File: src/smieg_consts.vh
`ifndef SMIEG_CONSTS_VH
`define SMIEG_CONSTS_VH

// Register offsets within the power management I/O block.
`define SMIEG_ADDR_W          5
`define SMIEG_OFF_STATUS_TWO  5'h13
`define SMIEG_OFF_ENABLE_ONE  5'h14
`define SMIEG_OFF_ENABLE_TWO  5'h15
`define SMIEG_OFF_MISC_STATUS 5'h16

// Reset values.
`define SMIEG_RST_BYTE        8'h00

// Second status register fields.
`define SMIEG_S2_MOUSE        0
`define SMIEG_S2_KEYBOARD     1
`define SMIEG_S2_INFRARED     2
`define SMIEG_S2_SECONDARY    3
`define SMIEG_S2_KBC_PORT     4
`define SMIEG_S2_SLEEP        7

// First enable register fields.
`define SMIEG_E1_RING         0
`define SMIEG_E1_PARALLEL     1
`define SMIEG_E1_SERIAL_TWO   2
`define SMIEG_E1_SERIAL_ONE   3
`define SMIEG_E1_FLOPPY       4
`define SMIEG_E1_GROUP_B      5
`define SMIEG_E1_GROUP_A      6
`define SMIEG_E1_WATCHDOG     7

// Second enable register fields.
`define SMIEG_E2_MOUSE        0
`define SMIEG_E2_KEYBOARD     1
`define SMIEG_E2_INFRARED     2
`define SMIEG_E2_SECONDARY    3
`define SMIEG_E2_KBC_ROUTE    4
`define SMIEG_E2_CONSUMER_IR  5
`define SMIEG_E2_TO_WAKE      6
`define SMIEG_E2_DRIVE        7

// Miscellaneous status fields.
`define SMIEG_MS_EDGE_LSB     0
`define SMIEG_MS_EDGE_MSB     3
`define SMIEG_MS_STANDBY      4
`define SMIEG_EDGE_INPUTS     4

`endif

File: src/smieg_edge_sync.v
`default_nettype none

module smieg_edge_sync
#(
   parameter WIDTH = 4
)
(
   input  wire             clk_sys,   // System clock.
   input  wire             resetn,    // Asynchronous reset, active low.
   input  wire [WIDTH-1:0] pinIn,     // Raw inputs.
   output reg  [WIDTH-1:0] pinSync,   // Synchronised level.
   output wire [WIDTH-1:0] pinChange  // One-cycle pulse on either edge.
);

   reg [WIDTH-1:0] stageOne;
   reg [WIDTH-1:0] pinLast;

   always @(posedge clk_sys or negedge resetn)
   begin
      if (!resetn)
      begin
         stageOne <= {WIDTH{1'b0}};
         pinSync  <= {WIDTH{1'b0}};
         pinLast  <= {WIDTH{1'b0}};
      end
      else
      begin
         stageOne <= pinIn;
         pinSync  <= stageOne;
         pinLast  <= pinSync;
      end
   end

   // A change between two consecutive synchronised samples is an edge.
   assign pinChange = pinSync ^ pinLast;

endmodule

`default_nettype wire

File: src/smieg_group_irq.v
`include "smieg_consts.vh"
`default_nettype none

module smieg_group_irq
(
   input  wire       clk_sys,          // System clock, 25 MHz.
   input  wire       resetn,           // Asynchronous reset, active low.
   input  wire [4:0] ioAddr,           // Offset within the I/O block.
   input  wire       ioRd,             // Read strobe, one cycle.
   input  wire       ioWr,             // Write strobe, one cycle.
   input  wire [7:0] ioWrData,         // Write data.
   output reg  [7:0] ioRdData,         // Read data, valid after strobe.
   input  wire       mouseIrq,         // Mouse interrupt level.
   input  wire       keyboardIrq,      // Keyboard interrupt level.
   input  wire       kbcPortBit,       // Keyboard controller port bit.
   input  wire       serialTwoRxIn,    // Serial two receive pin.
   input  wire       infraredRxIn,     // Infrared receive pin.
   input  wire       irRxSelect,       // Receive mux: 1 picks infrared pin.
   input  wire       secondaryEvent,   // Secondary event pulse.
   input  wire       sleepRequestSmi,  // Pulse: SMI from sleep request.
   input  wire       ringWakeStatus,   // Ring bit of wake status register.
   input  wire       cirWakeStatus,    // Consumer IR bit of wake status.
   input  wire       parallelIrq,      // Parallel port interrupt.
   input  wire       serialTwoIrq,     // Second UART interrupt.
   input  wire       serialOneIrq,     // First UART interrupt.
   input  wire       floppyIrq,        // Floppy interrupt.
   input  wire       gpioGroupBIrq,    // GPIO group B interrupt.
   input  wire       gpioGroupAIrq,    // GPIO group A interrupt.
   input  wire       watchdogIrq,      // Watchdog interrupt.
   input  wire       irqMuxSelect,     // 1 sends SMI to the serial slot.
   input  wire [3:0] dualEdgeInputs,   // Pins for edges, bits 0 to 3.
   input  wire [3:0] dualEdgeIrqMode,  // Dual-edge mode select per pin.
   input  wire [3:0] gpioPolarity,     // Polarity bit per pin.
   input  wire       groupAIrqEnable,  // Group A combined interrupt enable.
   input  wire       groupBIrqEnable,  // Group B combined interrupt enable.
   input  wire       standbyPorPulse,  // Pulse at standby power-on reset.
   input  wire       systemPowerOn_n,  // System power on, active low.
   output wire [3:0] gpioReadBack,     // Data bits seen by GPIO register.
   output wire [3:0] dualEdgeIrq,      // Per-pin dual-edge interrupt.
   output wire       groupAEdgeIrq,    // Dual-edge into group A.
   output wire       groupBEdgeIrq,    // Dual-edge into group B.
   output wire       smiPinOut,        // SMI pin level, active low.
   output wire       smiPinOe,         // SMI pin drive enable.
   output wire       serialIrqTwoReq,  // Request in serial frame slot 2.
   output wire       groupToWakeLogic, // Group SMI into wake logic.
   output reg        acpiControlIrq    // ACPI_CONTROL_IRQ after standby power-on.
);

   wire       group_mgmt_irq_n;
   wire [7:0] statusTwo;
   wire [7:0] miscStatus;
   wire [7:0] enableOneSources;
   wire [7:0] enableTwoSources;
   wire [3:0] edgeChange;
   wire [3:0] edgeSync;
   wire       irChange;
   wire       irSyncUnused;
   wire       groupActive;
   wire       rdStatusTwo;
   wire       wrMisc;

   reg  [7:0] enableOne;
   reg  [7:0] enableTwo;
   reg        infraredEdgeFlag;
   reg        secondaryEventFlag;
   reg        sleepRequestSmiFlag;
   reg  [3:0] dualEdgeFlag;
   reg        standbyPowerOnFlag;
   reg        powerOnLast;
   reg  [3:0] next_dualEdgeFlag;
   reg        next_standby;

   function hit;
      input [4:0] addr;
      input [4:0] offset;
      begin
         hit = (addr == offset);
      end
   endfunction

   assign rdStatusTwo = ioRd & hit(ioAddr, `SMIEG_OFF_STATUS_TWO);
   assign wrMisc      = ioWr & hit(ioAddr, `SMIEG_OFF_MISC_STATUS);

   smieg_edge_sync
   #(
      .WIDTH     (4)
   )
   uEdgeSync
   (
      .clk_sys   (clk_sys),
      .resetn    (resetn),
      .pinIn     (dualEdgeInputs),
      .pinSync   (edgeSync),
      .pinChange (edgeChange)
   );

   smieg_edge_sync
   #(
      .WIDTH     (1)
   )
   uIrSync
   (
      .clk_sys   (clk_sys),
      .resetn    (resetn),
      .pinIn     (irRxSelect ? infraredRxIn : serialTwoRxIn),
      .pinSync   (irSyncUnused),
      .pinChange (irChange)
   );

   // Enable registers.
   always @(posedge clk_sys or negedge resetn)
   begin
      if (!resetn)
      begin
         enableOne <= `SMIEG_RST_BYTE;
         enableTwo <= `SMIEG_RST_BYTE;
      end
      else
      begin
         if (ioWr && hit(ioAddr, `SMIEG_OFF_ENABLE_ONE))
         begin
            enableOne <= ioWrData;
         end
         if (ioWr && hit(ioAddr, `SMIEG_OFF_ENABLE_TWO))
         begin
            enableTwo <= ioWrData;
         end
      end
   end

   // Read-clear flags of the second status register; a set wins over
   // the clear made by the same read.
   always @(posedge clk_sys or negedge resetn)
   begin
      if (!resetn)
      begin
         infraredEdgeFlag    <= 1'b0;
         secondaryEventFlag  <= 1'b0;
         sleepRequestSmiFlag <= 1'b0;
      end
      else
      begin
         infraredEdgeFlag    <= irChange |
                                (infraredEdgeFlag & ~rdStatusTwo);
         secondaryEventFlag  <= secondaryEvent |
                                (secondaryEventFlag & ~rdStatusTwo);
         sleepRequestSmiFlag <= sleepRequestSmi |
                                (sleepRequestSmiFlag & ~rdStatusTwo);
      end
   end

   // Mouse, keyboard and port bits are live views, cleared at the source.
   assign statusTwo = {sleepRequestSmiFlag,
                       2'b00,
                       kbcPortBit,
                       secondaryEventFlag,
                       infraredEdgeFlag,
                       keyboardIrq,
                       mouseIrq};

   // Miscellaneous status: write one clears, edges and reset pulse set.
   always @*
   begin
      next_dualEdgeFlag = dualEdgeFlag;
      next_standby      = standbyPowerOnFlag;
      if (wrMisc)
      begin
         next_dualEdgeFlag = dualEdgeFlag &
                             ~ioWrData[`SMIEG_MS_EDGE_MSB:`SMIEG_MS_EDGE_LSB];
         next_standby      = standbyPowerOnFlag &
                             ~ioWrData[`SMIEG_MS_STANDBY];
      end
      next_dualEdgeFlag = next_dualEdgeFlag | edgeChange;
      next_standby      = next_standby | standbyPorPulse;
   end

   always @(posedge clk_sys or negedge resetn)
   begin
      if (!resetn)
      begin
         dualEdgeFlag       <= 4'h0;
         standbyPowerOnFlag <= 1'b0;
         powerOnLast        <= 1'b1;
         acpiControlIrq     <= 1'b0;
      end
      else
      begin
         dualEdgeFlag       <= next_dualEdgeFlag;
         standbyPowerOnFlag <= next_standby;
         powerOnLast        <= systemPowerOn_n;
         // Power coming on while the standby flag stands raises the ACPI_CONTROL_IRQ;
         // it holds until software clears the flag.
         if (standbyPowerOnFlag && powerOnLast && !systemPowerOn_n)
         begin
            acpiControlIrq <= 1'b1;
         end
         else if (!next_standby)
         begin
            acpiControlIrq <= 1'b0;
         end
      end
   end

   assign miscStatus = {3'b000,
                        standbyPowerOnFlag,
                        dualEdgeFlag};

   // Dual-edge outputs need the mode bit and the group enable.
   assign dualEdgeIrq   = dualEdgeFlag & dualEdgeIrqMode &
                          {groupBIrqEnable, groupBIrqEnable,
                           groupAIrqEnable, groupAIrqEnable};
   assign groupAEdgeIrq = dualEdgeIrq[0] | dualEdgeIrq[1];
   assign groupBEdgeIrq = dualEdgeIrq[2] | dualEdgeIrq[3];
   assign gpioReadBack  = edgeSync ^ gpioPolarity;

   // First-register sources are live levels owned by their functions.
   assign enableOneSources = {watchdogIrq,
                              gpioGroupAIrq,
                              gpioGroupBIrq,
                              floppyIrq,
                              serialOneIrq,
                              serialTwoIrq,
                              parallelIrq,
                              ringWakeStatus};
   assign enableTwoSources = {2'b00,
                              cirWakeStatus,
                              kbcPortBit,
                              secondaryEventFlag,
                              infraredEdgeFlag,
                              keyboardIrq,
                              mouseIrq};

   assign groupActive = (|(enableOneSources & enableOne)) |
                        (|(enableTwoSources[5:0] & enableTwo[5:0])) |
                        sleepRequestSmiFlag;
   assign group_mgmt_irq_n = ~groupActive;

   assign groupToWakeLogic = groupActive &
                             enableTwo[`SMIEG_E2_TO_WAKE];
   assign smiPinOut        = group_mgmt_irq_n;
   assign smiPinOe         = enableTwo[`SMIEG_E2_DRIVE] &
                             ~irqMuxSelect;
   assign serialIrqTwoReq  = enableTwo[`SMIEG_E2_DRIVE] & irqMuxSelect &
                             groupActive;

   // Read data register; unmapped offsets read zero.
   always @(posedge clk_sys or negedge resetn)
   begin
      if (!resetn)
      begin
         ioRdData <= `SMIEG_RST_BYTE;
      end
      else if (ioRd)
      begin
         case (ioAddr)
            `SMIEG_OFF_STATUS_TWO:  ioRdData <= statusTwo;
            `SMIEG_OFF_ENABLE_ONE:  ioRdData <= enableOne;
            `SMIEG_OFF_ENABLE_TWO:  ioRdData <= enableTwo;
            `SMIEG_OFF_MISC_STATUS: ioRdData <= miscStatus;
            default:                ioRdData <= `SMIEG_RST_BYTE;
         endcase
      end
   end

endmodule

`default_nettype wire

File: config.mk
export PLATFORM = sky130hd
export DESIGN_NAME = smieg_group_irq
export DESIGN_NICKNAME = d
export VERILOG_FILES = /design/src/smieg_edge_sync.v /design/src/smieg_group_irq.v
export VERILOG_INCLUDE_DIRS = /design/src
export SDC_FILE = /design/constraint.sdc
export NUM_CORES = 1
export LEC_CHECK = 0
export ABC_AREA = 1
export BUFFER_PORTS_ARGS = -buffer_cell sky130_fd_sc_hd__clkbuf_2
export CORE_MARGIN = 4
export CORE_UTILIZATION = 50
export DETAILED_ROUTE_END_ITERATION = 8
export HOLD_SLACK_MARGIN = 0.02
export PLACE_DENSITY = 0.89
export SYNTH_ARGS = -nofsm -noshare
export SYNTH_HDL_FRONTEND = slang
export SYNTH_SLANG_ARGS = --single-unit
File: constraint.sdc
create_clock -name clk_sys -period 1.12 [get_ports clk_sys]
set_input_delay 0.168 -clock clk_sys [delete_from_list [all_inputs] [get_ports clk_sys]]
set_output_delay 0.168 -clock clk_sys [all_outputs]
set_load 0.005 [all_outputs]
==> flow_summary.ini, run 1 <==
[routing]
routed_wirelength_um = 5950
vias = 2164
via_per_inst = 5.03
drc = 0
drt_iter0_drc = 118
postRouteAntennaNets = 0
dr.pass1.iters = 4
wl_per_cell_um = 13.8

[floorplanning]
start_util_pct = 51.6
fp.coreArea_mm2 = 0.00435
die_h_um = 75.0
dieWidth_um = 75.0
num_rows = 24
pin_count = 74
die_area_mm2 = 0.00563

[critical_path]
cp_cell_sequence = nand2_1, nand2_1, nor2_1, nand4_1, nor2_2, nor2_1, clkbuf_2
path_buf_inv = 1
cp.required_ps = 950
worst_path_largest_cell_delay_ps = 390
cp_slowest_cell = dfrtp_1
r2r-start = dualEdgeFlag[3]
crit_arrival_ps = 1420
critPathTopFamily = simple AND/OR/NAND/NOR gates
cp_max_fo = 3
startpoint = enableTwo[2]
end_kind = output pin
cp-start-kind = register
worstSetupPathType = register to output pin

[grt]
grt_pass1_vias = 2125
grt_first_pass_wirelength_um = 9360
grt.overflow.total = 0
antenna_found_initial = 0
grt_max_degree = 20
grt_util_all_layers_pct = 22.1

[run]
cap_violations = 0

[place]
portBuffers = 73
globalplace.congestion = 0.970
hpwlAfterDp_um = 4470
dp_slack_ps = -89.5

[layout]
fillers = 289
layout-drive-gt1-share_pct = 41.8
n_antenna_cell = 0
nets = 428
area_delta_synth_final_pct = 42.6

[min_path]
min_path_type = input pin to register
hold_path_startpoint = sleepRequestSmi

[clock_network]
clk_path_buf_depth = 2
cts_root_buffer = clkbuf_8
cts.sinks = 49
cts_buffers = 5
cts_tree = done
htree_levels = 2
clk_pin_slew_ps = 90
clk_latency_ps = 300

[sta]
layout_setup_ws_ps = -465
slew_headroom_pct = 72.1
final_hold_viol_count = 0
grt_setup_unrepaired = yes
clock_skew_ps = 7.07
slew_viol_final = 0
setup_viol = 13
fmax_mhz = 631
finalCritPeriodShare_pct = 142
worstMarginPinSlew_ps = 418
finalCriticalPeriod_ps = 1590

[synthesis]
netlist_instances = 252
synth_warnings = 0
ys_types = 29
postSynth.topFlopCell = dfrtp_1
synth_edf_count = 0
synth_area_mm2 = 0.00225
synth-async-reset-ratio_pct = 100
synth_area_per_cell_um2 = 8.91
ys_seq_elements = 49
syn_nets = 303
synth-seq-area-share_pct = 54.7

[pwr]
power_density_mw_per_mm2 = 1240
design_power_total_mw = 3.96
ir_drop_mv = 0.937
p_leak_nw = 1.77

[status]
violations = setup timing
outcome = complete, but fails checks
-- kinds of logic (layout without fill, tap and decap cells) --
logic type	Yosys count	after routing	share of synthesized area (%)
xor gates and xnor gates	9	9	3.51
muxes	1	1	0.501
DFF	49	49	54.7
and+or+nand+nor	133	133	27.3
AOI/OAI and AO/OA	31	31	8.47
buffers and inverters	29	155	5.57
-- per-stage QoR --
stage | util (%) | hold slack [ps] | cells | setup TNS, ps | instance area, um^2
2_1_floorplan | - | -128 | 252 | 0 | 2250
4_1_cts | 72.0 | 63.5 | 426 | -2010 | 3140
3_3_place_gp | 66.8 | 112 | 404 | -168 | 2910
3_5_place_dp | 66.8 | 119 | 404 | -255 | 2910
5_1_grt | 73.6 | 61.0 | 430 | -2920 | 3200
6_report | 73.6 | 63.1 | 430 | -2060 | 3200
-- metal layers --
layer / global-route usage, % / wire (um)
met4: 9.49 / 159
met3: 5.07 / 392
met5: 0 / 0
met2: 36.7 / 2980
met1: 27.5 / 2410
-- layout make-up --
class	instances	area [um^2]	area share, %
sequential	49	1230	38.3
multi-input combinational	174	927	28.9
timing repair buffer	123	797	24.9
inverter	24	90.1	2.81
clock buffer	6	82.6	2.58
tap	52	65.1	2.03
clock inverter	2	13.8	0.430
-- cell usage in the layout, fill, tap and decap left out, types with 2 or more instances in the layout --
cell,Yosys,routed
nand3_2,2,4
dlygate4sd3_1,0,6
nand2_1,83,82
nor2_1,11,10
buf_4,2,41
buf_12,0,2
o21bai_1,2,2
xnor2_1,5,5
inv_1,20,19
nand4_1,7,7
nand2_4,2,2
nand2_2,2,3
clkbuf_8,0,6
xor2_1,4,4
o21ai_2,8,9
or2_4,0,2
nor2_2,2,3
o21ai_1,19,18
and3_4,0,2
nand3b_1,2,2
inv_2,3,4
a21oi_1,2,2
nand3_1,16,14
dfrtp_1,48,48
buf_6,1,3
clkbuf_2,0,65
buf_2,1,6
-- repair_timing --
action | 4_1_cts | 5_1_grt
setup buffers | 8 | 5
hold buffers | 6 | 0
pin swaps | 7 | 10
setup endpoints to repair | 12 | 15
cloned | 0 | 0
gates resized for setup | 4 | 15
hold endpoints to repair | 15 | 0
-- Yosys cell counts, drive strengths merged, types with 2 or more instances --
cell    instances  area [um^2]
a21oi           2         10.0
nand3          19          118
nor2           14         65.1
nand3b          2         15.0
buf             4         31.3
inv            23         86.3
o21ai          27          165
xnor2           5         43.8
xor2            4         35.0
dfrtp          48         1200
o21bai          2         15.0
and3            2         12.5
or2             2         12.5
nand2          87          347
nand4           7         43.8
-- power by group --
group	total, mW	internal, mW	switching, mW
clock network	1.08	0.501	0.580
logic	0.860	0.453	0.407
registers	2.02	1.92	0.0932
total	3.96	2.88	1.08
-- sequential cells by signal, indices dropped and copies added, names as in the netlist --
register             count
acpiControlIrq           1
uIrSync.stageOne         1
uIrSync.pinLast          1
sleepRequestSmiFlag      1
ioRdData                 8
enableOne                8
secondaryEventFlag       1
powerOnLast              1
uEdgeSync.pinSync        4
uEdgeSync.stageOne       4
uIrSync.pinSync          1
uEdgeSync.pinLast        4
standbyPowerOnFlag       1
enableTwo                8
infraredEdgeFlag         1
dualEdgeFlag             4
-- worst paths after layout --
kind / end / slack [ps] / cells past startpoint
max: serialIrqTwoReq / -470 / 7
min: sleepRequestSmiFlag / 60 / 2
max reg2reg: ioRdData[3] / 20 / 6
min reg2reg: uIrSync.pinSync / 350 / 0
max in group asynchronous: enableOne[4] / 350 / 3
min in group asynchronous: acpiControlIrq / 320 / 2
-- worst reg2reg max path, stage by stage (launching register included) --
cell and delay, ps:
dfrtp_1 400, buf_4 140, buf_4 130, nand3_1 70
nand2_1 60, o21ai_1 120, nand2_1 70
Power figures use the tool's default switching activity.
==> run 2, diff against run 1 <==
PLACE_DENSITY = 0.79   (was 0.89)
==> flow_summary.ini, run 2 (synthesis gave the netlist of run 1 again) <==
[critical_path]
cp.required_ps = 950
cp-start-kind = register
end_kind = output pin
crit_arrival_ps = 1480
worstSetupPathType = register to output pin
cp_max_fo = 3
rrSetupSlack_ps = 40

[floorplanning]
die_area_mm2 = 0.00563
fp.coreArea_mm2 = 0.00435
die_h_um = 75.0
start_util_pct = 51.6
num_rows = 24
pin_count = 74
dieWidth_um = 75.0

[run]
cap_violations = 0

[place]
globalplace.congestion = 0.951
hpwlAfterDp_um = 4160
portBuffers = 73
dp_slack_ps = -105

[layout]
area_delta_synth_final_pct = 40.9
n_antenna_cell = 0
layout_commonest_cell = nand2_1
final_cell_mix = 82 x nand2_1, 66 x clkbuf_2, 48 x dfrtp_1, 38 x buf_4, 20 x inv_1
reg.largest.list = enableOne (8), enableTwo (8), ioRdData (8)
final_util_pct = 72.7
layout-drive-gt1-share_pct = 41.1
nets = 425

[clock_network]
cts_root_buffer = clkbuf_8
cts_buffers = 5
clk_pin_slew_ps = 90
htree_levels = 2
cts.sinks = 49
clk_latency_ps = 300
cts_tree = done
clk_path_buf_depth = 2

[sta]
final_hold_viol_count = 0
finalCritPeriodShare_pct = 147
finalCriticalPeriod_ps = 1650
fin_tns_setup_ps = -2180
worstMarginPinSlew_ps = 333
setup_viol = 11
slew_viol_final = 0
clock_skew_ps = 8.07
slew_headroom_pct = 77.8
grt_setup_unrepaired = yes
hold_ws_ps = 54.9
layout_setup_ws_ps = -529
fmax_mhz = 606

[grt]
antenna_found_initial = 0
grt_max_degree = 50
grt.overflow.total = 0
grt_first_pass_wirelength_um = 8910
grt_util_all_layers_pct = 21.0
grt_pass1_vias = 2066

[routing]
routed_wirelength_um = 5710
drt_iter0_drc = 85
drc = 0
dr.pass1.iters = 4
via_per_inst = 4.93
wl_per_cell_um = 13.4
vias = 2103
postRouteAntennaNets = 0

[pwr]
design_power_total_mw = 3.92
power_density_mw_per_mm2 = 1240
p_leak_nw = 1.75
ir_drop_mv = 0.797

[min_path]
min_path_type = input pin to register

[status]
outcome = complete, but fails checks
violations = setup timing
## run 2: path summary, 6_finish.rpt
| path | start | depth (start not counted) | endpoint |
|---|---|---|---|
| worst max-delay path | enableOne[7] | 7 | serialIrqTwoReq |
| min in group asynchronous | resetn | 3 | uEdgeSync.pinLast[3] |
| worst max register to register | enableOne[7] | 6 | ioRdData[7] |
| worst min register to register | uEdgeSync.stageOne[3] | 0 | uEdgeSync.pinSync[3] |
| max in group asynchronous | resetn | 3 | powerOnLast |
| worst min-delay path | sleepRequestSmi | 2 | sleepRequestSmiFlag |
## run 2: power breakdown
part	internal, mW	switching [mW]	leakage, nW
Clock	0.432	0.586	0.0439
Sequential	1.92	0.0882	0.583
Combinational	0.468	0.418	1.13
## run 2: timing repair
item / in CTS / in global routing
pin swaps: 3 / 9
endpoints found under the setup margin: 12 / 15
hold buffers: 6 / 0
gates resized for setup: 4 / 15
endpoints found under the hold margin: 53 / 0
buffers inserted: 8 / 4
## run 2: through the flow
step | cells | cell area, um^2
after global placement | 402 | 2880
final | 427 | 3160
after detailed placement | 402 | 2880
after floorplan | 252 | 2250
after global routing | 427 | 3160
after CTS | 424 | 3100
## run 2: metal layers
metal  share of wire [%]  GRT usage, %  vias to the layer above
li1                    -             -                     1046
met1                  42          28.0                      948
met2                  48          33.8                       92
met3                 7.2          5.21                       17
met4                 2.1          6.72                        0
met5                   0             0                        -
## run 2: critical path, cell delays in order (launching register included)
cell and delay, ps:
dfrtp_1 390, nand2_1 90, nand2_1 60, nor2_1 100
nand4_1 160, nor2_4 180, nor2_2 70, clkbuf_2 110
## run 2: area by class of cell
class	count	area [um^2]
clock buffer	5	68.8
clock inverter	3	17.5
fill	323	1190
inverter	24	90.1
multi-input combinational	174	930
sequential	49	1230
tap	52	65.1
timing repair buffer	120	766
